**config.mk**
```make
export PLATFORM = sky130hd
export DESIGN_NAME = tape_command_header_decoder
export DESIGN_NICKNAME = d
export VERILOG_FILES = /design/src/common/tape_hdr_pkg.sv /design/src/core/byte_lane_mapper.sv /design/src/core/tape_command_header_decoder.sv
export VERILOG_INCLUDE_DIRS = /design/src /design/src/common
export SDC_FILE = /design/constraint.sdc
export NUM_CORES = 1
export LEC_CHECK = 0
export BUFFER_PORTS_ARGS = -buffer_cell sky130_fd_sc_hd__buf_4
export CORE_MARGIN = 2
export CORE_UTILIZATION = 25
export DETAILED_ROUTE_END_ITERATION = 10
export PLACE_DENSITY = 0.46
export SKIP_LAST_GASP = 1
export SYNTH_ARGS = -nofsm -noshare
export SYNTH_HDL_FRONTEND = slang
export SYNTH_SLANG_ARGS = --single-unit
```
**constraint.sdc**
```tcl
create_clock -name ref_clk -period 6 [get_ports ref_clk]
set_clock_uncertainty 0.1 [all_clocks]
set_input_delay 0.6 -clock ref_clk [delete_from_list [all_inputs] [get_ports ref_clk]]
set_output_delay 0.6 -clock ref_clk [all_outputs]
set_load 0.02 [all_outputs]
```
**src/common/tape_hdr_consts.svh**
```systemverilog
// Purpose: Constants for the command header decoder
// Assumes: 16-bit header words, four-word packets
// Notes: Offsets are word indices on the strobed register port
`ifndef TAPE_HDR_CONSTS_SVH
`define TAPE_HDR_CONSTS_SVH
`define HDR_ACK_BIT 15
`define HDR_CLRVOL_BIT 14
`define HDR_REVORD_BIT 13
`define HDR_SWAP_BIT 12
`define HDR_MODE_HI 11
`define HDR_MODE_LO 8
`define HDR_FMT_HI 7
`define HDR_FMT_LO 5
`define HDR_CODE_HI 4
`define HDR_CODE_LO 0
`define FMT_INT_OFF 3'h0
`define FMT_INT_ON 3'h4
`define CODE_READ 5'h01
`define CODE_WRCHAR 5'h04
`define CODE_WRITE 5'h05
`define CODE_WRMEM 5'h06
`define CODE_POSITION 5'h08
`define CODE_FORMAT 5'h09
`define CODE_INIT 5'h0b
`define CODE_STATUS 5'h0f
`define MODE_0 4'h0
`define MODE_1 4'h1
`define MODE_2 4'h2
`define MODE_3 4'h3
`define MODE_4 4'h4
`define CLASS_LONG 2'h0
`define PKT_WORDS 3'h4
`define PKT_WORDS_PARAM 3'h2
`define PKT_WORDS_HDR 3'h1
`define LAST_WORD_IDX 2'h3
`define REG_STATUS 4'h0
`define REG_MASK 4'h1
`define REG_CTRL 4'h2
`define REG_STATE 4'h3
`define EV_DONE 0
`define EV_REJECT 1
`define EV_PARITY 2
`define EV_W 3
`define CTRL_ADDR22 0
`endif

```
**src/common/tape_hdr_pkg.sv**
```systemverilog
// Purpose: Types shared by the header decoder and byte mapper
// Assumes: Nothing beyond the constants header
// Notes: Carriers are packed structs
package tape_hdr_pkg;
	typedef enum logic [1:0] {ST_COLLECT, ST_DECODE} phase_e;
	typedef enum logic [2:0] {OP_NONE, OP_READ, OP_WRITE_CHAR, OP_WRITE,
		OP_POSITION, OP_FORMAT, OP_INIT, OP_STATUS} op_e;
	typedef enum logic [3:0] {MV_NONE, MV_SPACE_FWD, MV_SPACE_REV,
		MV_READ_FWD, MV_READ_REV, MV_WRITE, MV_ERASE, MV_MARK,
		MV_SKIP_FWD, MV_SKIP_REV, MV_REWIND, MV_INIT, MV_LOAD_CHAR,
		MV_STATUS} motion_e;
	typedef struct packed {
		op_e op;
		logic [3:0] mode;
		logic ackOwner;
		logic clearVolumeCheck;
		logic reverseRereadOrder;
		logic byteOrderSwap;
		logic completionInterruptEnable;
		logic [2:0] packetWords;
		motion_e step0;
		motion_e step1;
		motion_e step2;
		logic [21:0] bufAddr;
		logic [15:0] byteCount;
	} cmd_s;
	typedef struct packed {
		logic wr;
		logic rd;
		logic [3:0] addr;
		logic [15:0] wdata;
	} reg_req_s;
	typedef struct packed {
		logic valid;
		logic [15:0] idx;
	} byte_req_s;
	typedef struct packed {
		logic valid;
		logic [21:0] addr;
	} byte_ans_s;
endpackage

```
**src/core/byte_lane_mapper.sv**
```systemverilog
// Purpose: Maps a record byte number to a memory byte address
// Assumes: Command fields stable while bytes move
// Notes: One cycle from request to answer
`timescale 1ns/1ns
`default_nettype none
module byte_lane_mapper #(
	parameter int ADDR_W = 22
) (
	input wire logic ref_clk,
	input wire logic nrst,
	input wire tape_hdr_pkg::cmd_s cmd,
	input wire tape_hdr_pkg::byte_req_s byteReq,
	output tape_hdr_pkg::byte_ans_s byteAns
);
	typedef struct packed {
		tape_hdr_pkg::byte_ans_s ans;
	} map_state_s;
	map_state_s s_q;
	map_state_s s_d;
	logic reverseRead;
	logic dataOp;
	logic [15:0] recNum;
	logic [ADDR_W-1:0] byteAddr;
	always_comb begin
		reverseRead = (cmd.step0 == tape_hdr_pkg::MV_READ_REV) ||
			(cmd.step1 == tape_hdr_pkg::MV_READ_REV);
		dataOp = (cmd.op == tape_hdr_pkg::OP_READ) ||
			(cmd.op == tape_hdr_pkg::OP_WRITE);
		// First byte received lands in the last position
		recNum = reverseRead ? 16'(cmd.byteCount - 16'h0001 - byteReq.idx)
			: byteReq.idx;
		byteAddr = ADDR_W'(cmd.bufAddr + 22'(recNum));
		// Lane-swapped order (address bit 0 inverted) only when moving data
		if (dataOp && cmd.byteOrderSwap) begin
			byteAddr[0] = ~byteAddr[0];
		end
		s_d = s_q;
		s_d.ans.valid = byteReq.valid;
		if (byteReq.valid) begin
			s_d.ans.addr = 22'(byteAddr);
		end
	end
	always_ff @(posedge ref_clk) begin
		if (!nrst) begin
			s_q <= '0;
		end else begin
			s_q <= s_d;
		end
	end
	assign byteAns = s_q.ans;
endmodule
`default_nettype wire

```
**src/core/tape_command_header_decoder.sv**
```systemverilog
// Purpose: Collects a command packet and decodes its header word
// Assumes: Packet words arrive one per pktValid while pktReady
// Notes: Rejected packets never raise cmdValid
//
// Added by the designer: the strobed register port and the register addresses.
`timescale 1ns/1ns
`default_nettype none
`include "tape_hdr_consts.svh"
// Function
// - Acknowledge hands message buffer to coupler
// - Bits 14..12 are clear, reorder, swap
// - Reorder bit reverses reread step sequence
// - Bits 11..8 select command variant
// - Format 000 interrupt off, 100 on
// - Code bits 4..3 give packet length
// - Read forward, reverse, reread previous, next
// - Write characteristics loads buffer address
// - Write data or retry with erase
// - Position spaces, skips marks, rewinds
// - Format writes mark, erases, or retries
// - Initialize transport, get status immediate
// - Swap set starts even, else odd (code inverts address bit 0: an even buffer starts odd)
// - Swap applies to data transfers only
// - Record bytes numbered from tape start
// - Reverse read fills buffer downward
// - Always fetch four words, reject parity
module tape_command_header_decoder #(
	parameter int ADDR_W = 22
) (
	input wire logic ref_clk,
	input wire logic nrst,
	input wire logic pktValid,
	input wire logic [15:0] pktWord,
	input wire logic pktParityErr,
	output logic pktReady,
	input wire logic msgBufRelease,
	output logic msgBufOwned,
	output tape_hdr_pkg::cmd_s cmd,
	output logic cmdValid,
	output logic cmdReject,
	input wire tape_hdr_pkg::byte_req_s byteReq,
	output tape_hdr_pkg::byte_ans_s byteAns,
	input wire tape_hdr_pkg::reg_req_s regReq,
	output logic [15:0] regRdata,
	output logic irq
);
	typedef struct packed {
		tape_hdr_pkg::phase_e phase;
		logic [1:0] wordIdx;
		logic [3:0][15:0] words;
		logic parityBad;
		tape_hdr_pkg::cmd_s cmd;
		logic cmdValid;
		logic cmdReject;
		logic owned;
		logic [`EV_W-1:0] status;
		logic [`EV_W-1:0] mask;
		logic addr22;
		logic [15:0] rdata;
	} dec_state_s;

	dec_state_s s_q;
	dec_state_s s_d;
	tape_hdr_pkg::cmd_s dec;
	logic [`EV_W-1:0] evt;
	logic fmtOk;
	logic lastTaken;

	function automatic tape_hdr_pkg::cmd_s decodeHeader(
		input logic [3:0][15:0] w,
		input logic addr22
	);
		tape_hdr_pkg::cmd_s c;
		logic [4:0] code;
		logic [3:0] mode;
		tape_hdr_pkg::motion_e tmp;
		c = '0;
		code = w[0][`HDR_CODE_HI:`HDR_CODE_LO];
		mode = w[0][`HDR_MODE_HI:`HDR_MODE_LO];
		c.mode = mode;
		c.ackOwner = w[0][`HDR_ACK_BIT];
		c.clearVolumeCheck = w[0][`HDR_CLRVOL_BIT];
		c.reverseRereadOrder = w[0][`HDR_REVORD_BIT];
		c.byteOrderSwap = w[0][`HDR_SWAP_BIT];
		c.completionInterruptEnable =
			w[0][`HDR_FMT_HI:`HDR_FMT_LO] == `FMT_INT_ON;
		c.packetWords = (code[4:3] == `CLASS_LONG) ? `PKT_WORDS
			: `PKT_WORDS_PARAM;
		c.bufAddr = {w[2][5:0], w[1]};
		if (!addr22) begin
			c.bufAddr[21:18] = 4'h0;
		end
		c.byteCount = w[3];
		c.op = tape_hdr_pkg::OP_NONE;
		c.step0 = tape_hdr_pkg::MV_NONE;
		c.step1 = tape_hdr_pkg::MV_NONE;
		c.step2 = tape_hdr_pkg::MV_NONE;
		case (code)
			`CODE_READ: begin
				c.op = tape_hdr_pkg::OP_READ;
				case (mode)
					`MODE_0: c.step0 = tape_hdr_pkg::MV_READ_FWD;
					`MODE_1: c.step0 = tape_hdr_pkg::MV_READ_REV;
					`MODE_2: begin
						c.step0 = tape_hdr_pkg::MV_SPACE_REV;
						c.step1 = tape_hdr_pkg::MV_READ_FWD;
					end
					`MODE_3: begin
						c.step0 = tape_hdr_pkg::MV_SPACE_FWD;
						c.step1 = tape_hdr_pkg::MV_READ_REV;
					end
					default: c.op = tape_hdr_pkg::OP_NONE;
				endcase
				if (c.reverseRereadOrder && (mode == `MODE_2 ||
					mode == `MODE_3)) begin
					tmp = c.step0;
					c.step0 = c.step1;
					c.step1 = tmp;
				end
			end
			`CODE_WRCHAR: begin
				if (mode == `MODE_0) begin
					c.op = tape_hdr_pkg::OP_WRITE_CHAR;
					c.step0 = tape_hdr_pkg::MV_LOAD_CHAR;
				end
			end
			`CODE_WRITE: begin
				c.op = tape_hdr_pkg::OP_WRITE;
				case (mode)
					`MODE_0: c.step0 = tape_hdr_pkg::MV_WRITE;
					`MODE_2: begin
						c.step0 = tape_hdr_pkg::MV_SPACE_REV;
						c.step1 = tape_hdr_pkg::MV_ERASE;
						c.step2 = tape_hdr_pkg::MV_WRITE;
					end
					default: c.op = tape_hdr_pkg::OP_NONE;
				endcase
			end
			`CODE_POSITION: begin
				c.op = tape_hdr_pkg::OP_POSITION;
				case (mode)
					`MODE_0: c.step0 = tape_hdr_pkg::MV_SPACE_FWD;
					`MODE_1: c.step0 = tape_hdr_pkg::MV_SPACE_REV;
					`MODE_2: c.step0 = tape_hdr_pkg::MV_SKIP_FWD;
					`MODE_3: c.step0 = tape_hdr_pkg::MV_SKIP_REV;
					`MODE_4: begin
						c.step0 = tape_hdr_pkg::MV_REWIND;
						c.packetWords = `PKT_WORDS_HDR;
					end
					default: c.op = tape_hdr_pkg::OP_NONE;
				endcase
			end
			`CODE_FORMAT: begin
				c.op = tape_hdr_pkg::OP_FORMAT;
				case (mode)
					`MODE_0: c.step0 = tape_hdr_pkg::MV_MARK;
					`MODE_1: c.step0 = tape_hdr_pkg::MV_ERASE;
					`MODE_2: begin
						c.step0 = tape_hdr_pkg::MV_SPACE_REV;
						c.step1 = tape_hdr_pkg::MV_ERASE;
						c.step2 = tape_hdr_pkg::MV_MARK;
					end
					default: c.op = tape_hdr_pkg::OP_NONE;
				endcase
			end
			`CODE_INIT: begin
				if (mode == `MODE_0) begin
					c.op = tape_hdr_pkg::OP_INIT;
					c.step0 = tape_hdr_pkg::MV_INIT;
					c.packetWords = `PKT_WORDS_HDR;
				end
			end
			`CODE_STATUS: begin
				if (mode == `MODE_0) begin
					c.op = tape_hdr_pkg::OP_STATUS;
					c.step0 = tape_hdr_pkg::MV_STATUS;
					c.packetWords = `PKT_WORDS_HDR;
				end
			end
			// Subsystem memory write and all others are refused
			default: c.op = tape_hdr_pkg::OP_NONE;
		endcase
		if (c.op == tape_hdr_pkg::OP_NONE) begin
			c.step0 = tape_hdr_pkg::MV_NONE;
			c.step1 = tape_hdr_pkg::MV_NONE;
			c.step2 = tape_hdr_pkg::MV_NONE;
		end
		return c;
	endfunction

	always_comb begin
		s_d = s_q;
		s_d.cmdValid = 1'b0;
		s_d.cmdReject = 1'b0;
		s_d.rdata = 16'h0000;
		evt = '0;
		dec = decodeHeader(s_q.words, s_q.addr22);
		fmtOk = (s_q.words[0][`HDR_FMT_HI:`HDR_FMT_LO] == `FMT_INT_OFF) ||
			(s_q.words[0][`HDR_FMT_HI:`HDR_FMT_LO] == `FMT_INT_ON);
		if (msgBufRelease) begin
			s_d.owned = 1'b0;
		end
		unique case (s_q.phase)
			tape_hdr_pkg::ST_COLLECT: begin
				if (pktValid) begin
					s_d.words[s_q.wordIdx] = pktWord;
					s_d.parityBad = s_q.parityBad | pktParityErr;
					s_d.wordIdx = 2'(s_q.wordIdx + 2'h1);
					if (s_q.wordIdx == `LAST_WORD_IDX) begin
						s_d.phase = tape_hdr_pkg::ST_DECODE;
					end
				end
			end
			tape_hdr_pkg::ST_DECODE: begin
				s_d.phase = tape_hdr_pkg::ST_COLLECT;
				s_d.wordIdx = 2'h0;
				s_d.parityBad = 1'b0;
				if (s_q.parityBad) begin
					s_d.cmdReject = 1'b1;
					evt[`EV_PARITY] = 1'b1;
					evt[`EV_REJECT] = 1'b1;
				end else begin
					// Ownership passes even if the command is refused
					if (dec.ackOwner) begin
						s_d.owned = 1'b1;
					end
					if (dec.op == tape_hdr_pkg::OP_NONE || !fmtOk) begin
						s_d.cmdReject = 1'b1;
						evt[`EV_REJECT] = 1'b1;
					end else begin
						s_d.cmd = dec;
						s_d.cmdValid = 1'b1;
						evt[`EV_DONE] = 1'b1;
					end
				end
			end
		endcase
		if (regReq.wr) begin
			unique case (regReq.addr)
				`REG_STATUS: s_d.status = s_q.status &
					~regReq.wdata[`EV_W-1:0];
				`REG_MASK: s_d.mask = regReq.wdata[`EV_W-1:0];
				`REG_CTRL: s_d.addr22 = regReq.wdata[`CTRL_ADDR22];
				default: ;
			endcase
		end
		// New events win over a clear in the same cycle
		s_d.status = s_d.status | evt;
		if (regReq.rd) begin
			unique case (regReq.addr)
				`REG_STATUS: s_d.rdata = 16'(s_q.status);
				`REG_MASK: s_d.rdata = 16'(s_q.mask);
				`REG_CTRL: s_d.rdata = 16'(s_q.addr22);
				`REG_STATE: s_d.rdata = {7'h00, s_q.owned,
					s_q.cmd.mode, 1'b0, s_q.cmd.op};
				default: s_d.rdata = 16'h0000;
			endcase
		end
	end

	always_ff @(posedge ref_clk) begin
		if (!nrst) begin
			s_q <= '0;
		end else begin
			s_q <= s_d;
		end
	end

	assign pktReady = s_q.phase == tape_hdr_pkg::ST_COLLECT;
	assign msgBufOwned = s_q.owned;
	assign cmd = s_q.cmd;
	assign cmdValid = s_q.cmdValid;
	assign cmdReject = s_q.cmdReject;
	assign regRdata = s_q.rdata;
	assign irq = |(s_q.status & s_q.mask);
	assign lastTaken = pktValid && pktReady && s_q.wordIdx == 2'h3;

	byte_lane_mapper #(
		.ADDR_W(ADDR_W)
	) u_mapper (
		.ref_clk(ref_clk),
		.nrst(nrst),
		.cmd(s_q.cmd),
		.byteReq(byteReq),
		.byteAns(byteAns)
	);
endmodule
`default_nettype wire

```
# Yosys cells after proc, flatten, opt, wreduce, memory -nomap -nowiden
# Index checks and enable logic that the tools add are counted.
dict set report word_totals {
  regBits 183
  latch_bits 0
  ramBits 0
  romBits 0
  inputBits 60
  out_inout_bits 109
  elab_cells 148
  mem_count 0
}
dict set report classes {
  add_sub_neg 4
  n_mul 0
  div 0
  order_cmp 2
  n_eq_ne 23
  shifts 0
  muxes 52
  n_bitwise 10
  n_reduce_logical 28
}
# cell n
set ops {}
lappend ops {{$mux W69} 1}
lappend ops {{$mux W66} 1}
lappend ops {{$bwmux W64} 1}
lappend ops {{$pmux W9 S4} 1}
lappend ops {{$mux W7} 5}
lappend ops {{$demux W16 S2} 1}
lappend ops {{$mux W16} 2}
lappend ops {{$pmux W4 S7} 1}
lappend ops {{$mux W3} 9}
lappend ops {{$add A22 B16 Y22} 1}
lappend ops {{$pmux W3 S7} 1}
lappend ops {{$eq A5 B4 Y1 const B} 4}
lappend ops {{$pmux W4 S5} 1}
lappend ops {{$pmux W3 S3} 2}
lappend ops {{$eq A4 B2 Y1 const B} 4}
lappend ops {{$pmux W4 S2} 2}
lappend ops {{$sub A16 B1 Y16 const B} 1}
lappend ops {{$sub A16 B16 Y16} 1}
lappend ops {{$eq A4 B3 Y1 const B} 3}
lappend ops {{$mux W1} 12}
lappend ops {{$mux W12} 1}
lappend ops {{$pmux W3 S2} 2}
lappend ops {{$pmux W3 S4} 1}
lappend ops {{$pmux W4 S3} 1}
lappend ops {{34 further kinds} 60}

# Depth between registers and ports, before layout
# Gate-level depths: netlist (run 1).
dict set report logic_depth {
  word_depth 10
  mapped_depth 17
  mapped_depth_nobuf 17
}

# Hierarchy
# A second synthesis (run 1) with hierarchy kept.
dict set report unflattened {
  cells_unflattened 1166
  hier_area_um2 9360.2
}
# mod n_inst cells_each area_per_inst_um2 seq_area_each_um2
set by_module_without_submodules {}
lappend by_module_without_submodules {tape_command_header_decoder 1 797 6570.1 2762.6}
lappend by_module_without_submodules {byte_lane_mapper 1 369 2790.2 460.4}

# Least setup slack after synthesis (run 1)
# OpenSTA, ideal clock, no wires.
dict set report synth_timing {
  kind {input to register}
  from {input byteReq[0] in the netlist's numbering}
  to {register u_mapper.s_q, in the netlist u_mapper.byteAns[17]}
  setup_ps 132
  arrival_ps 3802
  t_required_ps 5768
  setup_slack_ps 1965
  path_stages 17
  n_path_buf 0
  cell_sequence {inv_1 -> ha_1 -> fa_1 -> a21o_1 -> a21oi_1 -> o21a_1 -> o211ai_1 -> a21oi_1 -> xor2_1 -> o21ai_0 -> ha_1 -> a221o_1 -> or3_1 -> o211ai_1 -> a21boi_0 -> xnor2_1 -> a21oi_1}
}
dict set report synth_via {
  elab_chain_len 3
}
# element line
set synth_rtl {}
lappend synth_rtl {{from (decl)} tape_command_header_decoder.sv:41} ;# input wire tape_hdr_pkg::byte_req_s byteReq,
lappend synth_rtl {{$sub A16 B16 Y16} byte_lane_mapper.sv:30} ;# recNum = reverseRead ? 16'(cmd.byteCount - 16'h0001 - byteReq.idx)
lappend synth_rtl {{$mux W16 *} byte_lane_mapper.sv:30}
lappend synth_rtl {{$add A22 B16 Y22 *} byte_lane_mapper.sv:32} ;# byteAddr = ADDR_W'(cmd.bufAddr + 22'(recNum));
lappend synth_rtl {{to (signal assigned)} byte_lane_mapper.sv:45} ;# s_q <= '0;
lappend synth_rtl {{to (signal assigned)} byte_lane_mapper.sv:47} ;# s_q <= s_d;
lappend synth_rtl {{to (decl)} byte_lane_mapper.sv:18} ;# map_state_s s_q;
# Mark *: on every way between the ends. The rest lies on a longest branch, timed or not.
# A chain may end at the register's enable or synchronous reset.

# Worst setup path in the final report (run 1)
dict set report layout_timing {
  from {register s_q, in the netlist cmd[0]}
  to {register u_mapper.s_q, in the netlist u_mapper.byteAns[20]}
}
dict set report layout_via {
  elab_chain_len 4
}
# element line
set layout_rtl {}
lappend layout_rtl {{from (decl)} tape_command_header_decoder.sv:62} ;# dec_state_s s_q;
lappend layout_rtl {{from (signal assigned)} tape_command_header_decoder.sv:263} ;# s_q <= '0;
lappend layout_rtl {{from (signal assigned)} tape_command_header_decoder.sv:265} ;# s_q <= s_d;
lappend layout_rtl {{$sub A16 B1 Y16} byte_lane_mapper.sv:30}
lappend layout_rtl {{$sub A16 B16 Y16} byte_lane_mapper.sv:30}
lappend layout_rtl {{$mux W16} byte_lane_mapper.sv:30}
lappend layout_rtl {{$add A22 B16 Y22} byte_lane_mapper.sv:32}
# Every way passes these cells.

==> results of run 1 <==
-- synth_stat cells, drive strengths merged, types with 2 or more instances --
| master | number |
|---|---|
| a31o | 2 |
| a21oi | 33 |
| o211a | 6 |
| a31oi | 8 |
| nand3 | 61 |
| fa | 2 |
| o211ai | 8 |
| nor2 | 32 |
| mux2 | 4 |
| nor3 | 9 |
| clkbuf | 50 |
| nor4 | 3 |
| a22oi | 3 |
| or4b | 2 |
| o21bai | 3 |
| a211oi | 4 |
| xor2 | 11 |
| nand4b | 5 |
| a21o | 15 |
| o31ai | 5 |
| a21boi | 60 |
| nand2 | 207 |
| ha | 37 |
| nor3b | 2 |
| nand2b | 5 |
| nor4b | 4 |
| o21a | 6 |
| o21ai | 95 |
| dfxtp | 161 |
| mux2i | 18 |
| buf | 95 |
| nor2b | 27 |
| inv | 28 |
| nand4 | 10 |
| and3 | 5 |
| xnor2 | 16 |
| or3 | 6 |
| nand3b | 5 |
| and2 | 12 |
-- logic make-up (layout without fill, tap and decap cells) --
logic type      count (synthesis)  in the layout
other cells                     1             11
mux                            22             22
fa+ha+maj                      39             39
compound gates                264            264
buf+inv                       173            208
flops                         161            161
simple gates                  401            401
xor+xnor                       27             27
-- per-layer routing --
metal | vias to the layer above | GRT usage [%] | wire (um)
met5 | - | 0 | 0
met3 | 22 | 3.51 | 1370
li1 | 3721 | - | -
met2 | 136 | 20.5 | 11000
met1 | 3354 | 19.3 | 12500
met4 | 0 | 4.59 | 448
-- stage by stage --
| step | util, % | worst slack, ns | cell area [um^2] |
|---|---|---|---|
| after floorplan | - | 1.97 | 8800 |
| after global placement | 27.9 | 1.37 | 9620 |
| after detailed placement | 27.9 | 1.30 | 9620 |
| after CTS | 29.6 | 1.65 | 10200 |
| after global routing | 29.6 | 1.23 | 10200 |
| final | 29.6 | 1.69 | 10200 |
-- state kept, by name, summed over array words and instances (netlist names) --
signal and cells:
cmd 62, regRdata 8, cmdReject 1, s_q 23, cmdValid 1, u_mapper.byteAns 23, dec 42, msgBufOwned 1
-- report_power, final --
part	total [mW]	switching [mW]	internal, mW
sequential	1.12	0.0291	1.09
combinational	0.232	0.141	0.0916
clock	1.13	0.484	0.644
-- path summary, 6_finish.rpt --
path                  start                   end  slack [ns]  cells past startpoint
setup / recovery     cmd[0]  u_mapper.byteAns[20]        1.69                     16
hold / removal    regReq[1]               s_q[18]        0.34                      3
setup reg to reg     cmd[0]  u_mapper.byteAns[20]        1.69                     16
hold reg to reg     cmd[61]               cmd[61]        0.35                      2
-- cell type report --
| cell class | instances | area share [%] |
|---|---|---|
| well taps | 455 | 5.57 |
| clock inverters | 13 | 1.46 |
| flip-flops and latches | 161 | 31.5 |
| multi-input cells | 763 | 44.9 |
| clock buffers | 19 | 4.43 |
| diodes | 1 | 0.0245 |
| inverters | 28 | 1.03 |
| repair buffers | 148 | 11.0 |
-- critical path, cell delays in order, from the launching register on --
cell	delay, ns
dfxtp_1	0.35
ha_1	0.24
fa_1	0.41
a21o_1	0.19
a21oi_1	0.35
o21a_1	0.21
o21ai_0	0.12
xnor2_1	0.14
o21ai_0	0.31
ha_1	0.36
a21oi_1	0.13
o21ai_0	0.09
o2bb2ai_1	0.17
o21a_1	0.21
a221oi_1	0.53
or3_1	0.19
a31oi_1	0.07
==> results.yml, run 1 <==
yosys:
  synth.top_cells.by_area: "dfxtp_1 (37%), nand2_1 (8.9%), buf_4 (7.4%), ha_1 (5.3%), a21boi_0 (5.1%)"
  yosysSeqAreaShare_pct: 36.8
  synth_compound_area_share_pct: 19.5
  synthAdderAreaFrac_pct: 5.74
  synth_enable_flop_cells: 0
  synth_top_area_cell: "dfxtp_1"
  syn_area_um2: 8770
  yosys.area_share.simple_pct: 21.4
  async_flop_share_pct: 0
  yosys-mux-area-fraction_pct: 2.57
  synth.ff_latch_count: 161
  syn_avg_cell_area_um2: 8.06
  synth_top_cell_area_share_pct: 36.8
  ys.flop_type: "dfxtp_1"
  synth_top_family_by_area: "simple AND/OR/NAND/NOR gates"
  synth.distinct_cells: 69
  synth_cells: 1088
  yosys_warnings: 0
  synth_xor_area_share_pct: 2.70
pwr:
  p_leak_nw: 4.17
  p_total_mw: 2.48
  irDropWorstVdd_v: 0.000147
  power.density_nw_per_um2: 243
floorplan:
  core_um2: 34500
  io_pins: 169
  die_area_um2: 36600
  die_x_um: 191
  chipHeight_um: 191
  initial_core_util_pct: 25.4
  row_count: 68
layout:
  layout_common_cells: "nand2_1 (207), dfxtp_1 (161), buf_4 (146)"
  drive_gt1_share_pct: 17.0
  seq_area_um2: 3220
  layoutNonFillerInstCount: 1588
  fill_cells: 3776
  layout.nets: 1218
  multi_input_area_um2: 4600
  final_common_cell: "nand2_1"
  layout-area-overhead-vs-synth_pct: 16.6
sta:
  hold_viol: 0
  maxSlewHeadroom_pct: 36.6
  fmax_ghz: 0.232
  worst_slew_pin_slew_ns: 0.942
  rsz0062_at_grt: "false"
  fin_crit_sh_pct: 71.9
  timing.hold.ws_ns: 0.343
  fin_setup_tns_ns: 0
  period_minus_slack_ns: 4.31
  setup_viol: 0
  slew_viol_final: 0
global_routing:
  grt_pass1_wl_um: 38700
  globalRouteOverflowTotal: 0
  grt_max_degree: 141
  grt_usage_pct: 13.8
  grt_pass1_vias: 6629
  antenna_found_initial: 1
clock_tree:
  hold_buffers: 0
  cts.sinks: 161
  clkTransAtPathRegs_ns: 0.07
  post_cts_buffers: 0
  cts_buffers: 17
  clock_latency_ns: 0.43
  cts-htree-levels: 4
  cts-root-buf: "clkbuf_16"
  cts_tree: "built"
  clockBufferDepth: 2
  cts_resized: 0
critical_path:
  crit_fanout: 6
  worstPathArrival_ns: 4.51
  path_class: "register to register"
  end_kind: "register"
  required_ns: 6.20
  startpoint_type: "register"
placement:
  place_inst: 1555
  dp_hpwl_um: 19000
  gp_congestion: 0.824
  io_buffers: 145
detailed_routing:
  routed_via_density: 4.55
  drt_iter0_drc: 407
  vias: 7233
  first_pass_iters: 6
  finalWirelength_um: 25300
  drc: 0
  ant_nets: 0
  wire_per_inst_um: 16.0
worst_hold_path:
  hp-class: "input pin to register"
status:
  outcome: "complete, no violations"
job:
  cap_viol_max_count: 0
No activity file was read; power rests on OpenSTA's default activity.
==> run 2: changes to the inputs <==
PLACE_DENSITY = 0.48   (was 0.46)
clock period = 3.8 ns   (was 6 ns; I/O delays follow)
==> run 2 against run 1 <==
Compared with the run above: power rose by 55%; worst setup slack got worse by 1.6 ns; routed wire length rose by 1.2%; via count rose by 2.0%; sequential share of layout area fell by 1.3 points; critical path depth did not move; die area did not move; largest cell class unchanged; largest power group is now sequential cells.
==> results.yml, run 2 (synthesized netlist as in run 1, its figures left out) <==
job:
  cap_viol_max_count: 0
clock_tree:
  cts_buffers: 17
  cts.sinks: 161
  hold_buffers: 0
  clkTransAtPathRegs_ns: 0.07
  cts-htree-levels: 4
  clock_latency_ns: 0.42
  cts_tree: "built"
  cts-root-buf: "clkbuf_16"
  clockBufferDepth: 2
global_routing:
  grt_pass1_vias: 6765
  antenna_found_initial: 0
  grt_pass1_wl_um: 39400
  grt_usage_pct: 14.0
  globalRouteOverflowTotal: 0
  grt_max_degree: 72
status:
  outcome: "complete, no violations"
sta:
  period_minus_slack_ns: 3.71
  slew_viol_final: 0
  fmax_ghz: 0.270
  fin_crit_sh_pct: 97.6
  maxSlewHeadroom_pct: 38.3
  setup_viol: 0
  worst_slew_pin_slew_ns: 0.917
  rsz0062_at_grt: "true"
  hold_viol: 0
detailed_routing:
  wire_per_inst_um: 15.7
  ant_nets: 0
  drt_iter0_drc: 358
  first_pass_iters: 5
  drc: 0
  finalWirelength_um: 25700
  routed_via_density: 4.52
  vias: 7376
critical_path:
  worstPathArrival_ns: 3.91
  startpoint_type: "register"
  path_class: "register to register"
  required_ns: 4.00
  crit_fanout: 3
  r2r_end: "u_mapper.byteAns[21]"
  r2r_cells: 16
  timing.rr.start: "cmd[0]"
  end_kind: "register"
  rrSetupSlack_ns: 0.09
placement:
  dp_hpwl_um: 19500
  place_inst: 1595
  placed_cell_area_um2: 9960
  gp_congestion: 0.880
  io_buffers: 145
worst_hold_path:
  min_to: "s_q[91]"
  hp-class: "input pin to register"
  hold_start: "pktParityErr"
  hold_depth: 3
floorplan:
  core_um2: 34500
  chipHeight_um: 191
  die_x_um: 191
  row_count: 68
  io_pins: 169
  die_area_um2: 36600
  initial_core_util_pct: 25.4
layout:
  layout_common_cells: "nand2_1 (207), buf_4 (189), dfxtp_1 (160)"
  antenna_cells: 0
  fill_cells: 3720
  largest_reg_flops: 62
  stdcell_area_um2: 10700
  layout-area-overhead-vs-synth_pct: 21.5
  final_common_cell: "nand2_1"
  layout.nets: 1263
  layoutNonFillerInstCount: 1632
  drive_gt1_share_pct: 21.4
pwr:
  irDropWorstVdd_v: 0.000224
  power.density_nw_per_um2: 362
  p_leak_nw: 4.40
run 2: changes by cell type in the layout (fill, tap and decap cells not counted), moves of 2 or more:
cell / before / now
a21boi_0: 59 / 57
a21boi_1: 0 / 2
a21oi_1: 32 / 28
a21oi_2: 1 / 5
buf_12: 1 / 4
buf_4: 146 / 189
o21ai_0: 72 / 65
o21ai_1: 23 / 28
o21ai_2: 0 / 2
run 2: what timing repair did:
item	CTS	global route
endpoints found under the setup margin	8	8
pin swaps	6	26
hold endpoints to repair	0	0
buffers inserted	1	5
resized for setup	9	16
run 2: power by group:
group / total (mW) / internal [mW] / switching (mW)
sequential: 1.78 / 1.73 / 0.0470
clock: 1.70 / 0.950 / 0.748
combinational: 0.386 / 0.160 / 0.227
run 2: area by class of cell:
class | count | area (um^2) | area share [%]
clock buffers | 19 | 453 | 4.25
inverters | 28 | 105 | 0.987
clock inverters | 13 | 126 | 1.19
well taps | 455 | 569 | 5.34
flip-flops and latches | 161 | 3220 | 30.3
multi-input cells | 763 | 4670 | 43.9
repair buffers | 193 | 1500 | 14.1
run 2: worst max-delay path, stage by stage, from the launching register on:
cell,delay [ns]
dfxtp_2,0.33
ha_4,0.16
fa_2,0.36
a21o_1,0.18
a21oi_2,0.16
o21a_1,0.18
o211ai_1,0.11
a21oi_1,0.16
xor2_1,0.16
o21ai_1,0.09
ha_1,0.30
a221o_1,0.32
or3_4,0.33
o211ai_1,0.29
a21oi_1,0.13
xnor2_1,0.16
a21oi_1,0.07
run 2: stage by stage:
| stage | TNS, ns | hold WS [ns] | setup WS [ns] | utilization [%] | power (mW) |
|---|---|---|---|---|---|
| after floorplan | 0 | 0.318 | 0.0558 | - | 2.05 |
| after global placement | -1.91 | 0.331 | -0.314 | 28.8 | 2.19 |
| after detailed placement | -2.12 | 0.335 | -0.321 | 28.8 | 2.20 |
| after CTS | 0 | 0.0924 | 0.0218 | 30.6 | 3.91 |
| after global routing | -0.418 | 0.105 | -0.136 | 30.8 | 4.03 |
| final | 0 | 0.109 | 0.0924 | 30.8 | 3.86 |
run 2: worst max-delay path by stage:
stage / endpoint / slack, ns / start / cells past startpoint
after floorplan: u_mapper.byteAns[17] / 0.06 / byteReq[0] / 17
after global placement: u_mapper.byteAns[17] / -0.31 / byteReq[0] / 18
after detailed placement: u_mapper.byteAns[17] / -0.32 / byteReq[0] / 19
after CTS: u_mapper.byteAns[21] / 0.02 / cmd[0] / 16
after global routing: u_mapper.byteAns[21] / -0.14 / cmd[0] / 17
final: u_mapper.byteAns[21] / 0.09 / cmd[0] / 16
run 2: metal layers:
layer  GRT usage [%]  up-vias  share of wire, %
li1                -     3817                 -
met1            19.8     3415                51
met2            21.2      130                44
met3            2.77       14               4.0
met4            3.99        0               1.2
met5               0        -                 0
